===== config.mk =====
export PLATFORM = sky130hd
export DESIGN_NAME = sync_tx_master
export DESIGN_NICKNAME = d
export VERILOG_FILES = /design/src/rtl/sync_tx_clock_divider.v /design/src/rtl/sync_tx_master.v
export VERILOG_INCLUDE_DIRS = /design/src /design/src/rtl
export SDC_FILE = /design/constraint.sdc
export NUM_CORES = 1
export LEC_CHECK = 0
export BUFFER_PORTS_ARGS = -buffer_cell sky130_fd_sc_hd__buf_4
export CAP_MARGIN = 30
export CORE_MARGIN = 5
export CORE_UTILIZATION = 55
export DETAILED_ROUTE_END_ITERATION = 8
export GPL_TIMING_DRIVEN = 0
export PLACE_DENSITY = 0.79
export REMOVE_ABC_BUFFERS = 1
export SYNTH_ARGS = -nofsm -noshare
export SYNTH_HDL_FRONTEND = slang
export SYNTH_SLANG_ARGS = --single-unit

===== constraint.sdc =====
create_clock -name i_clock -period 3.33 [get_ports i_clock]
set_clock_uncertainty 0.15 [all_clocks]
set_input_delay 0.333 -clock i_clock [delete_from_list [all_inputs] [get_ports i_clock]]
set_output_delay 0.333 -clock i_clock [all_outputs]
set_load 0.02 [all_outputs]

===== src/rtl/sync_tx_map.vh =====
// register offsets, field positions, reset values and timing counts of the sync transmitter
`ifndef SYNC_TX_MAP_VH
`define SYNC_TX_MAP_VH
// ----------------------------------------------------------------
// register byte offsets
// ----------------------------------------------------------------
`define OFS_PERIPHERAL_FLAGS_ONE 12'h000
`define OFS_PERIPHERAL_ENABLES_ONE 12'h004
`define OFS_PERIPHERAL_PRIORITIES_ONE 12'h008
`define OFS_RECEIVE_STATUS_CONTROL 12'h00c
`define OFS_TRANSMIT_BUFFER 12'h010
`define OFS_TRANSMIT_STATUS_CONTROL 12'h014
`define OFS_BAUD_RATE_DIVISOR 12'h018
`define OFS_INTERRUPT_CONTROL 12'h01c
// ----------------------------------------------------------------
// field positions
// ----------------------------------------------------------------
`define BIT_BUFFER_EMPTY 4
`define BIT_MASTER_CLOCK_SOURCE 7
`define BIT_NINTH_BIT_ENABLE 6
`define BIT_TRANSMIT_ENABLE 5
`define BIT_CLOCKED_MODE 4
`define BIT_SHIFTER_EMPTY 1
`define BIT_NINTH_BIT_VALUE 0
`define BIT_PORT_ENABLE 7
`define BIT_RX_SINGLE 5
`define BIT_RX_CONT 4
// ----------------------------------------------------------------
// reset values and writable masks
// ----------------------------------------------------------------
`define RST_TRANSMIT_STATUS_CONTROL 8'h02
`define RST_BAUD_RATE_DIVISOR 8'h00
`define RST_BYTE_ZERO 8'h00
`define WMASK_TRANSMIT_STATUS_CONTROL 8'hf5
`define WMASK_RECEIVE_STATUS_CONTROL 8'hf0
`define WMASK_INTERRUPT_CONTROL 8'hff
// ----------------------------------------------------------------
// timing: one instruction cycle is four system clocks
// ----------------------------------------------------------------
`define INSTR_CYCLE_CLOCKS 2'd3
`endif


===== src/rtl/sync_tx_clock_divider.v =====
// baud divider making one-cycle half-period enable pulses for the shift clock
`default_nettype none
module sync_tx_clock_divider (
  // clock and reset
  input wire i_clock,
  input wire i_rstn,
  // control
  input wire i_run,
  input wire [7:0] i_divisor,
  // tick out
  output reg o_tick
);
  // ------------------------------------------------------------
  // down counter: a tick every divisor+1 instruction cycles
  // ------------------------------------------------------------
  reg [9:0] count_r; // counts system clocks
  wire [9:0] period = {i_divisor, 2'b11}; // (divisor+1)*4 - 1 clocks
  // reload at terminal count, idle while stopped
  always @(posedge i_clock or negedge i_rstn) begin
    if (!i_rstn) begin
      count_r <= 10'h000;
      o_tick <= 1'b0;
    end else if (!i_run) begin
      count_r <= period;
      o_tick <= 1'b0;
    end else if (count_r == 10'h000) begin
      count_r <= period;
      o_tick <= 1'b1;
    end else begin
      count_r <= count_r - 10'h001;
      o_tick <= 1'b0;
    end
  end
endmodule // sync_tx_clock_divider
`default_nettype wire


===== src/rtl/sync_tx_master.v =====
// synchronous master transmitter with ahb-lite register slave
// Summary of operation
// - transmit and receive never run together
// - clocked-mode bit selects synchronous operation
// - port enable turns pins into clock/data
// - master clock source drives shift clock
// - shifter reloads only after last bit
// - buffer move takes one instruction cycle
// - empty flag set by move, cleared by write
// - irq enable gates only the request
// - flag drop valid second cycle after write
// - shifter-empty status bit, read only, polled
// - shift register not visible to software
// - ninth bit value sent in 9-bit mode
// - writing holding buffer starts transmission
// - resets give control 0x02, divisor zero
`default_nettype none
`include "sync_tx_map.vh"
module sync_tx_master (
  // clock and reset
  input wire i_clock,
  input wire i_rstn,
  // ahb-lite slave
  input wire i_hsel,
  input wire [11:0] i_haddr,
  input wire [1:0] i_htrans,
  input wire i_hwrite,
  input wire [2:0] i_hsize,
  input wire [31:0] i_hwdata,
  input wire i_hready,
  output wire o_hreadyout,
  output wire o_hresp,
  output reg [31:0] o_hrdata,
  // serial clock line, two-way pin
  input wire i_serial_clock_line,
  output reg o_serial_clock_line,
  output reg o_serial_clock_line_oen,
  // serial data line, two-way pin
  input wire i_serial_data_line,
  output reg o_serial_data_line,
  output reg o_serial_data_line_oen,
  // interrupt and status
  output wire o_irq,
  output wire o_receive_inhibit
);
  // ------------------------------------------------------------
  // state and registers
  // ------------------------------------------------------------
  localparam [2:0] ST_IDLE = 3'b001; // shifter empty
  localparam [2:0] ST_LOAD = 3'b010; // buffer to shifter move
  localparam [2:0] ST_SHIFT = 3'b100; // bits going out
  reg [2:0] state_r;
  reg [7:0] transmit_control_register_r; // tx status and control
  reg [7:0] receive_control_register_r; // rx control, receive path not built here
  reg [7:0] baud_divisor_register_r;
  reg [7:0] transmit_holding_buffer_r;
  reg [7:0] peripheral_enable_register_r;
  reg [7:0] peripheral_priorities_r; // kept for software only
  reg [7:0] interrupt_control_r; // kept for software only
  reg buffer_full_r; // holding buffer holds an unsent word
  reg buffer_empty_flag_r; // visible flag, lags the write
  reg [1:0] flag_delay_r; // delays the visible drop of the flag
  reg [8:0] output_shift_register_r; // not mapped to software
  reg [3:0] bits_left_r; // bits still to send
  reg [1:0] load_count_r; // clocks of the buffer move
  reg clock_phase_r; // 0 first half of a bit, 1 second
  // pin inputs synchronised although unused by transmit path
  reg [1:0] clock_pin_sync_r;
  reg [1:0] data_pin_sync_r;
  // ------------------------------------------------------------
  // ahb-lite address phase capture
  // ------------------------------------------------------------
  reg wr_pend_r; // write data phase pending
  reg [11:0] wr_addr_r;
  wire take = i_hsel && i_hready && i_htrans[1];
  assign o_hreadyout = 1'b1; // zero wait states
  assign o_hresp = 1'b0; // always okay
  // decoded control bits
  wire clocked_mode = transmit_control_register_r[`BIT_CLOCKED_MODE];
  wire port_enable = receive_control_register_r[`BIT_PORT_ENABLE];
  wire master_clock = transmit_control_register_r[`BIT_MASTER_CLOCK_SOURCE];
  wire tx_enable = transmit_control_register_r[`BIT_TRANSMIT_ENABLE];
  wire nine_bit = transmit_control_register_r[`BIT_NINTH_BIT_ENABLE];
  wire master_active = clocked_mode && port_enable && master_clock;
  wire run = master_active && tx_enable;
  wire shifter_empty = (state_r == ST_IDLE);
  wire tick;
  // masked write of an 8-bit register
  function [7:0] merge;
    input [7:0] old_value;
    input [7:0] new_value;
    input [7:0] mask;
    begin
      merge = (old_value & ~mask) | (new_value & mask);
    end
  endfunction
  // ------------------------------------------------------------
  // divider for the shift clock
  // ------------------------------------------------------------
  sync_tx_clock_divider u_divider (
    .i_clock(i_clock),
    .i_rstn(i_rstn),
    .i_run(run && (state_r == ST_SHIFT)),
    .i_divisor(baud_divisor_register_r),
    .o_tick(tick)
  );
  // ------------------------------------------------------------
  // pin synchronisers
  // ------------------------------------------------------------
  always @(posedge i_clock or negedge i_rstn) begin
    if (!i_rstn) begin
      clock_pin_sync_r <= 2'b00;
      data_pin_sync_r <= 2'b00;
    end else begin
      clock_pin_sync_r <= {clock_pin_sync_r[0], i_serial_clock_line};
      data_pin_sync_r <= {data_pin_sync_r[0], i_serial_data_line};
    end
  end
  // ------------------------------------------------------------
  // bus write capture
  // ------------------------------------------------------------
  always @(posedge i_clock or negedge i_rstn) begin
    if (!i_rstn) begin
      wr_pend_r <= 1'b0;
      wr_addr_r <= 12'h000;
    end else if (i_hready) begin
      wr_pend_r <= take && i_hwrite;
      wr_addr_r <= i_haddr;
    end
  end
  wire wr_buffer = wr_pend_r && (wr_addr_r == `OFS_TRANSMIT_BUFFER);
  // ------------------------------------------------------------
  // register writes
  // ------------------------------------------------------------
  always @(posedge i_clock or negedge i_rstn) begin
    if (!i_rstn) begin
      transmit_control_register_r <= `RST_TRANSMIT_STATUS_CONTROL;
      baud_divisor_register_r <= `RST_BAUD_RATE_DIVISOR;
      receive_control_register_r <= `RST_BYTE_ZERO;
      transmit_holding_buffer_r <= `RST_BYTE_ZERO;
      peripheral_enable_register_r <= `RST_BYTE_ZERO;
      peripheral_priorities_r <= `RST_BYTE_ZERO;
      interrupt_control_r <= `RST_BYTE_ZERO;
    end else if (wr_pend_r) begin
      if (wr_addr_r == `OFS_TRANSMIT_STATUS_CONTROL) begin
        transmit_control_register_r <= merge(transmit_control_register_r, i_hwdata[7:0],
                                             `WMASK_TRANSMIT_STATUS_CONTROL);
      end else if (wr_addr_r == `OFS_RECEIVE_STATUS_CONTROL) begin
        receive_control_register_r <= merge(receive_control_register_r, i_hwdata[7:0],
                                            `WMASK_RECEIVE_STATUS_CONTROL);
      end else if (wr_addr_r == `OFS_BAUD_RATE_DIVISOR) begin
        baud_divisor_register_r <= i_hwdata[7:0];
      end else if (wr_addr_r == `OFS_TRANSMIT_BUFFER) begin
        transmit_holding_buffer_r <= i_hwdata[7:0];
      end else if (wr_addr_r == `OFS_PERIPHERAL_ENABLES_ONE) begin
        peripheral_enable_register_r <= i_hwdata[7:0];
      end else if (wr_addr_r == `OFS_PERIPHERAL_PRIORITIES_ONE) begin
        peripheral_priorities_r <= i_hwdata[7:0];
      end else if (wr_addr_r == `OFS_INTERRUPT_CONTROL) begin
        interrupt_control_r <= merge(interrupt_control_r, i_hwdata[7:0],
                                     `WMASK_INTERRUPT_CONTROL);
      end
    end
  end
  // ------------------------------------------------------------
  // transmit state machine
  // ------------------------------------------------------------
  wire move_done = (state_r == ST_LOAD) && (load_count_r == `INSTR_CYCLE_CLOCKS);
  always @(posedge i_clock or negedge i_rstn) begin
    if (!i_rstn) begin
      state_r <= ST_IDLE;
      buffer_full_r <= 1'b0;
      output_shift_register_r <= 9'h000;
      bits_left_r <= 4'h0;
      load_count_r <= 2'b00;
      clock_phase_r <= 1'b0;
    end else begin
      // a buffer write marks a word waiting
      if (wr_buffer) begin
        buffer_full_r <= 1'b1;
      end else if (move_done) begin
        buffer_full_r <= 1'b0;
      end
      case (state_r)
        ST_IDLE: begin
          // load at once when a word waits
          if (run && buffer_full_r && !wr_buffer) begin
            state_r <= ST_LOAD;
            load_count_r <= 2'b00;
          end
        end
        ST_LOAD: begin
          if (move_done) begin
            output_shift_register_r <= {transmit_control_register_r[`BIT_NINTH_BIT_VALUE],
                                        transmit_holding_buffer_r};
            bits_left_r <= nine_bit ? 4'd9 : 4'd8;
            clock_phase_r <= 1'b0;
            state_r <= ST_SHIFT;
          end else begin
            load_count_r <= load_count_r + 2'b01;
          end
        end
        ST_SHIFT: begin
          if (!run) begin
            // disabling transmit aborts the word
            state_r <= ST_IDLE;
          end else if (tick) begin
            clock_phase_r <= ~clock_phase_r;
            if (clock_phase_r) begin
              output_shift_register_r <= {1'b0, output_shift_register_r[8:1]};
              bits_left_r <= bits_left_r - 4'h1;
              // reload only after the last bit
              if (bits_left_r == 4'h1) begin
                state_r <= (buffer_full_r && !wr_buffer) ? ST_LOAD : ST_IDLE;
                load_count_r <= 2'b00;
              end
            end
          end
        end
        default: begin
          state_r <= ST_IDLE;
        end
      endcase
    end
  end
  // ------------------------------------------------------------
  // buffer-empty flag with delayed drop
  // ------------------------------------------------------------
  always @(posedge i_clock or negedge i_rstn) begin
    if (!i_rstn) begin
      buffer_empty_flag_r <= 1'b0;
      flag_delay_r <= 2'b00;
    end else begin
      if (wr_buffer) begin
        // drop becomes visible one instruction cycle later
        flag_delay_r <= `INSTR_CYCLE_CLOCKS;
      end else if (flag_delay_r != 2'b00) begin
        flag_delay_r <= flag_delay_r - 2'b01;
      end
      // set by the move, cleared only by a write
      if (move_done) begin
        buffer_empty_flag_r <= 1'b1;
      end else if (flag_delay_r == 2'b01) begin
        buffer_empty_flag_r <= !buffer_full_r;
      end
    end
  end
  assign o_irq = buffer_empty_flag_r && peripheral_enable_register_r[`BIT_BUFFER_EMPTY];
  assign o_receive_inhibit = clocked_mode && !shifter_empty;
  // ------------------------------------------------------------
  // pin drive: enable low while driving
  // ------------------------------------------------------------
  always @(posedge i_clock or negedge i_rstn) begin
    if (!i_rstn) begin
      o_serial_clock_line <= 1'b0;
      o_serial_clock_line_oen <= 1'b1;
      o_serial_data_line <= 1'b0;
      o_serial_data_line_oen <= 1'b1;
    end else begin
      o_serial_clock_line_oen <= !master_active;
      o_serial_clock_line <= (state_r == ST_SHIFT) && clock_phase_r;
      // data line driven only for transmit
      o_serial_data_line_oen <= !(master_active && tx_enable);
      o_serial_data_line <= output_shift_register_r[0];
    end
  end
  // ------------------------------------------------------------
  // read data
  // ------------------------------------------------------------
  reg [7:0] rd_byte;
  always @* begin
    rd_byte = 8'h00;
    if (i_haddr == `OFS_TRANSMIT_STATUS_CONTROL) begin
      rd_byte = {transmit_control_register_r[7:2], shifter_empty,
                 transmit_control_register_r[0]};
    end else if (i_haddr == `OFS_RECEIVE_STATUS_CONTROL) begin
      rd_byte = receive_control_register_r;
    end else if (i_haddr == `OFS_BAUD_RATE_DIVISOR) begin
      rd_byte = baud_divisor_register_r;
    end else if (i_haddr == `OFS_TRANSMIT_BUFFER) begin
      rd_byte = transmit_holding_buffer_r;
    end else if (i_haddr == `OFS_PERIPHERAL_FLAGS_ONE) begin
      rd_byte = {3'b000, buffer_empty_flag_r, 4'h0};
    end else if (i_haddr == `OFS_PERIPHERAL_ENABLES_ONE) begin
      rd_byte = peripheral_enable_register_r;
    end else if (i_haddr == `OFS_PERIPHERAL_PRIORITIES_ONE) begin
      rd_byte = peripheral_priorities_r;
    end else if (i_haddr == `OFS_INTERRUPT_CONTROL) begin
      rd_byte = interrupt_control_r;
    end
  end
  // shifter has no address; read data registered
  always @(posedge i_clock or negedge i_rstn) begin
    if (!i_rstn) begin
      o_hrdata <= 32'h00000000;
    end else if (take && !i_hwrite) begin
      o_hrdata <= {24'h000000, rd_byte};
    end
  end
endmodule // sync_tx_master
`default_nettype wire


==> impl_metrics.py <==
metrics = {
    "run_status": {
        "status": "complete, no violations",
    },
    "logic_synthesis": {
        "synth_seq_cells": 109,
        "postSynthAreaPerCell_sq_um": 10.9,
        "synth_ff_type": "dfrtp_1",
        "synth_cell_types": 63,
        "synth_seq_area_share_pct": 50.6,
        "syn-cell-area_sq_um": 5400,
        "synth-async-reset-ratio_pct": 100,
        "synth_edf_count": 0,
        "ys_warn_count": 0,
        "synthCells": 493,
    },
    "cts": {
        "clk_pin_slew_ps": 100,
        "ctsResizeCount": 0,
        "cts_tree": "yes",
        "postCtsHoldBufs": 1,
        "clockBufferDepth": 2,
        "cts_buffers": 9,
        "post-cts-setup-buffers": 0,
        "htree_levels": 3,
        "root_buffer": "clkbuf_8",
        "cts.sinks": 109,
        "clk_latency_ps": 370,
    },
    "grt": {
        "grt_pass1_wl_microns": 19000,
        "grtUsageTotal_pct": 20.7,
        "first_global_vias": 3714,
        "antenna_found_initial": 0,
        "grt_max_degree": 72,
        "grt-ovfl-total": 0,
    },
    "cells_and_area": {
        "seq_area_sq_um": 2730,
        "area_growth_pct": 8.60,
        "n_antenna_cell": 0,
        "fillers": 796,
        "final_util_pct": 60.5,
        "layout.nets": 585,
        "drive_gt1_share_pct": 23.9,
        "multi_input_area_sq_um": 2400,
        "fin_area_sq_um": 5860,
    },
    "place": {
        "port_buffers": 39,
        "place_hpwl_microns": 8430,
        "placed_area_sq_um": 5690,
        "gp_congestion": 0.848,
    },
    "sta": {
        "rsz0062_at_grt": "false",
        "post-route-period-util_pct": 82.3,
        "worstMarginPinSlew_ps": 948,
        "hold_viol": 0,
        "max_freq_ghz": 0.365,
        "min_period_ps": 2740,
        "slew_viol_final": 0,
        "finalSetupViolCount": 0,
        "relSlewSlack_pct": 36.3,
    },
    "hold_path": {
        "min_path_type": "in -> reg",
    },
    "floorplanning": {
        "core_sq_um": 9680,
        "die_h_microns": 109,
        "pin_count": 96,
        "fp.dieW_microns": 109,
        "dieArea_sq_um": 11900,
        "initial_core_util_pct": 55.7,
        "core.rowCount": 36,
    },
    "detailed_routing": {
        "wl_per_cell_microns": 17.7,
        "viasPerCell": 5.78,
        "drcViolationCount": 0,
        "drt-pass1-iter-count": 5,
        "routed_wl_microns": 11700,
        "num_vias": 3822,
        "drt-initial-drc-count": 294,
        "antenna_left": 0,
    },
    "worst_setup_path": {
        "cp.required_ps": 3500,
        "crit_path_max_fanout": 14,
        "critPathKind": "reg -> reg",
        "worst_ep_arrival_time_ps": 2910,
        "critical_path.endpoint_type": "flop",
        "crit_path_start_kind": "flop",
    },
    "pwr": {
        "power_uw": 2430,
        "power.density_nw_per_um2": 414,
        "p_leak_uw": 0.00266,
        "vdd_drop_max_mv": 0.358,
    },
    "flow_run": {
        "drv_cap": 0,
    },
}
worst paths after layout:
check | startpoint | slack (ps) | endpoint | depth (start not counted)
setup / recovery | wr_addr_r[1] | 590 | load_count_r[0] | 5
hold / removal | i_haddr[8] | 50 | wr_addr_r[8] | 2
setup reg to reg | wr_addr_r[1] | 590 | load_count_r[0] | 5
hold reg to reg | output_shift_register_r[0] | 250 | o_serial_data_line | 0
max in group asynchronous | i_rstn | 1980 | peripheral_enable_register_r[1] | 3
min in group asynchronous | i_rstn | 320 | o_serial_data_line | 2
kinds of logic (layout without fill, tap and decap cells):
| family | count (synthesis) | after routing | share of synthesized area [%] |
|---|---|---|---|
| other | 2 | 26 | 0.139 |
| buffers and inverters | 63 | 74 | 6.70 |
| adders and majority gates | 6 | 6 | 1.39 |
| xor gates and xnor gates | 11 | 11 | 1.78 |
| AOI/OAI and AO/OA | 95 | 95 | 10.9 |
| muxes | 74 | 74 | 15.6 |
| and+or+nand+nor | 133 | 133 | 12.9 |
| DFF | 109 | 109 | 50.6 |
cells in the mapped netlist, types with 2 or more instances:
library cell	count	share of area, %
dfrtp_1	106	49
mux2_2	58	12
nand2_1	44	3.1
o21ai_0	37	3.4
buf_4	26	3.6
nor2_1	23	1.6
a21oi_1	21	1.9
clkbuf_1	16	1.1
inv_1	15	1.0
nand3_1	11	1.0
mux2i_1	10	1.9
nor2b_1	7	0.81
o31ai_1	7	0.97
ha_1	6	1.4
nor3_1	6	0.56
nor4_1	6	0.70
xor2_1	6	0.97
and2_1	5	0.58
mux2_4	5	1.4
xnor2_1	5	0.81
nand4_1	4	0.46
nor3b_1	4	0.56
a222oi_1	3	0.56
a22o_1	3	0.49
a31oi_1	3	0.35
and3_1	3	0.35
dfstp_2	3	1.5
o22ai_1	3	0.35
a211oi_1	2	0.28
a32o_1	2	0.37
and4_1	2	0.32
buf_2	2	0.19
conb_1	2	0.14
nand2b_1	2	0.23
nand3b_1	2	0.28
nand4b_1	2	0.32
o211ai_1	2	0.28
o2bb2ai_1	2	0.32
o32ai_1	2	0.32
or4_1	2	0.28
cell type report:
class | count | share of cell area [%]
Clock buffer | 13 | 2.37
Tap cell | 133 | 2.84
Timing Repair Buffer | 43 | 5.91
Clock inverter | 3 | 0.384
Sequential cell | 109 | 46.6
Inverter | 15 | 0.961
Multi-Input combinational cell | 345 | 40.9
metrics by stage:
| step | hold WS, ps | setup TNS (ps) | setup slack (ps) | instances |
|---|---|---|---|---|
| 2_1_floorplan | -113 | 0 | 476 | 469 |
| 3_3_place_gp | 220 | -67.2 | -67.2 | 641 |
| 3_5_place_dp | 194 | 0 | 624 | 644 |
| 4_1_cts | 39.5 | 0 | 600 | 661 |
| 5_1_grt | 40.2 | 0 | 508 | 661 |
| 6_report | 53.2 | 0 | 589 | 661 |
flip-flops by register name, summed over array words and instances, names as in the netlist, 2 cells and up:
register,cells
peripheral_enable_register_r,8
baud_divisor_register_r,8
state_r,3
o_hrdata,8
flag_delay_r,2
bits_left_r,4
peripheral_priorities_r,8
transmit_holding_buffer_r,8
receive_control_register_r,4
load_count_r,2
output_shift_register_r,9
wr_addr_r,12
transmit_control_register_r,6
u_divider.count_r,10
interrupt_control_r,8
layer usage:
| layer | vias to the layer above | part of all wire, % | wire, microns | global-route usage, % |
|---|---|---|---|---|
| met4 | 0 | 2.0 | 235 | 7.21 |
| met1 | 1871 | 43 | 5090 | 28.1 |
| met5 | - | 0 | 0 | 0 |
| met3 | 18 | 6.0 | 703 | 4.68 |
| met2 | 150 | 49 | 5690 | 32.8 |
| li1 | 1783 | - | - | - |
critical path, stage by stage, from the launching register on:
cell	delay [ps]
dfrtp_1	390
nor4_1	390
nand4b_1	230
or4b_1	910
o221ai_1	400
mux2_2	200
power breakdown:
part | switching [uW] | internal [uW] | leakage, uW
logic | 178 | 126 | 0.00119
registers | 43.1 | 1380 | 0.00140
clock network | 427 | 274 | 0.0000699
layout by cell type, fill, tap and decap left out, types with 7 or more instances in the layout:
master | netlist | final
nor2b_1 | 7 | 7
o21ai_0 | 37 | 37
nand2_1 | 44 | 44
mux2i_1 | 10 | 10
inv_1 | 15 | 15
mux2_2 | 58 | 58
o31ai_1 | 7 | 7
buf_4 | 26 | 39
nand3_1 | 11 | 11
conb_1 | 2 | 26
dfrtp_1 | 106 | 106
a21oi_1 | 21 | 21
clkbuf_8 | 0 | 9
nor2_1 | 23 | 23
Power figures use the tool's default switching activity.
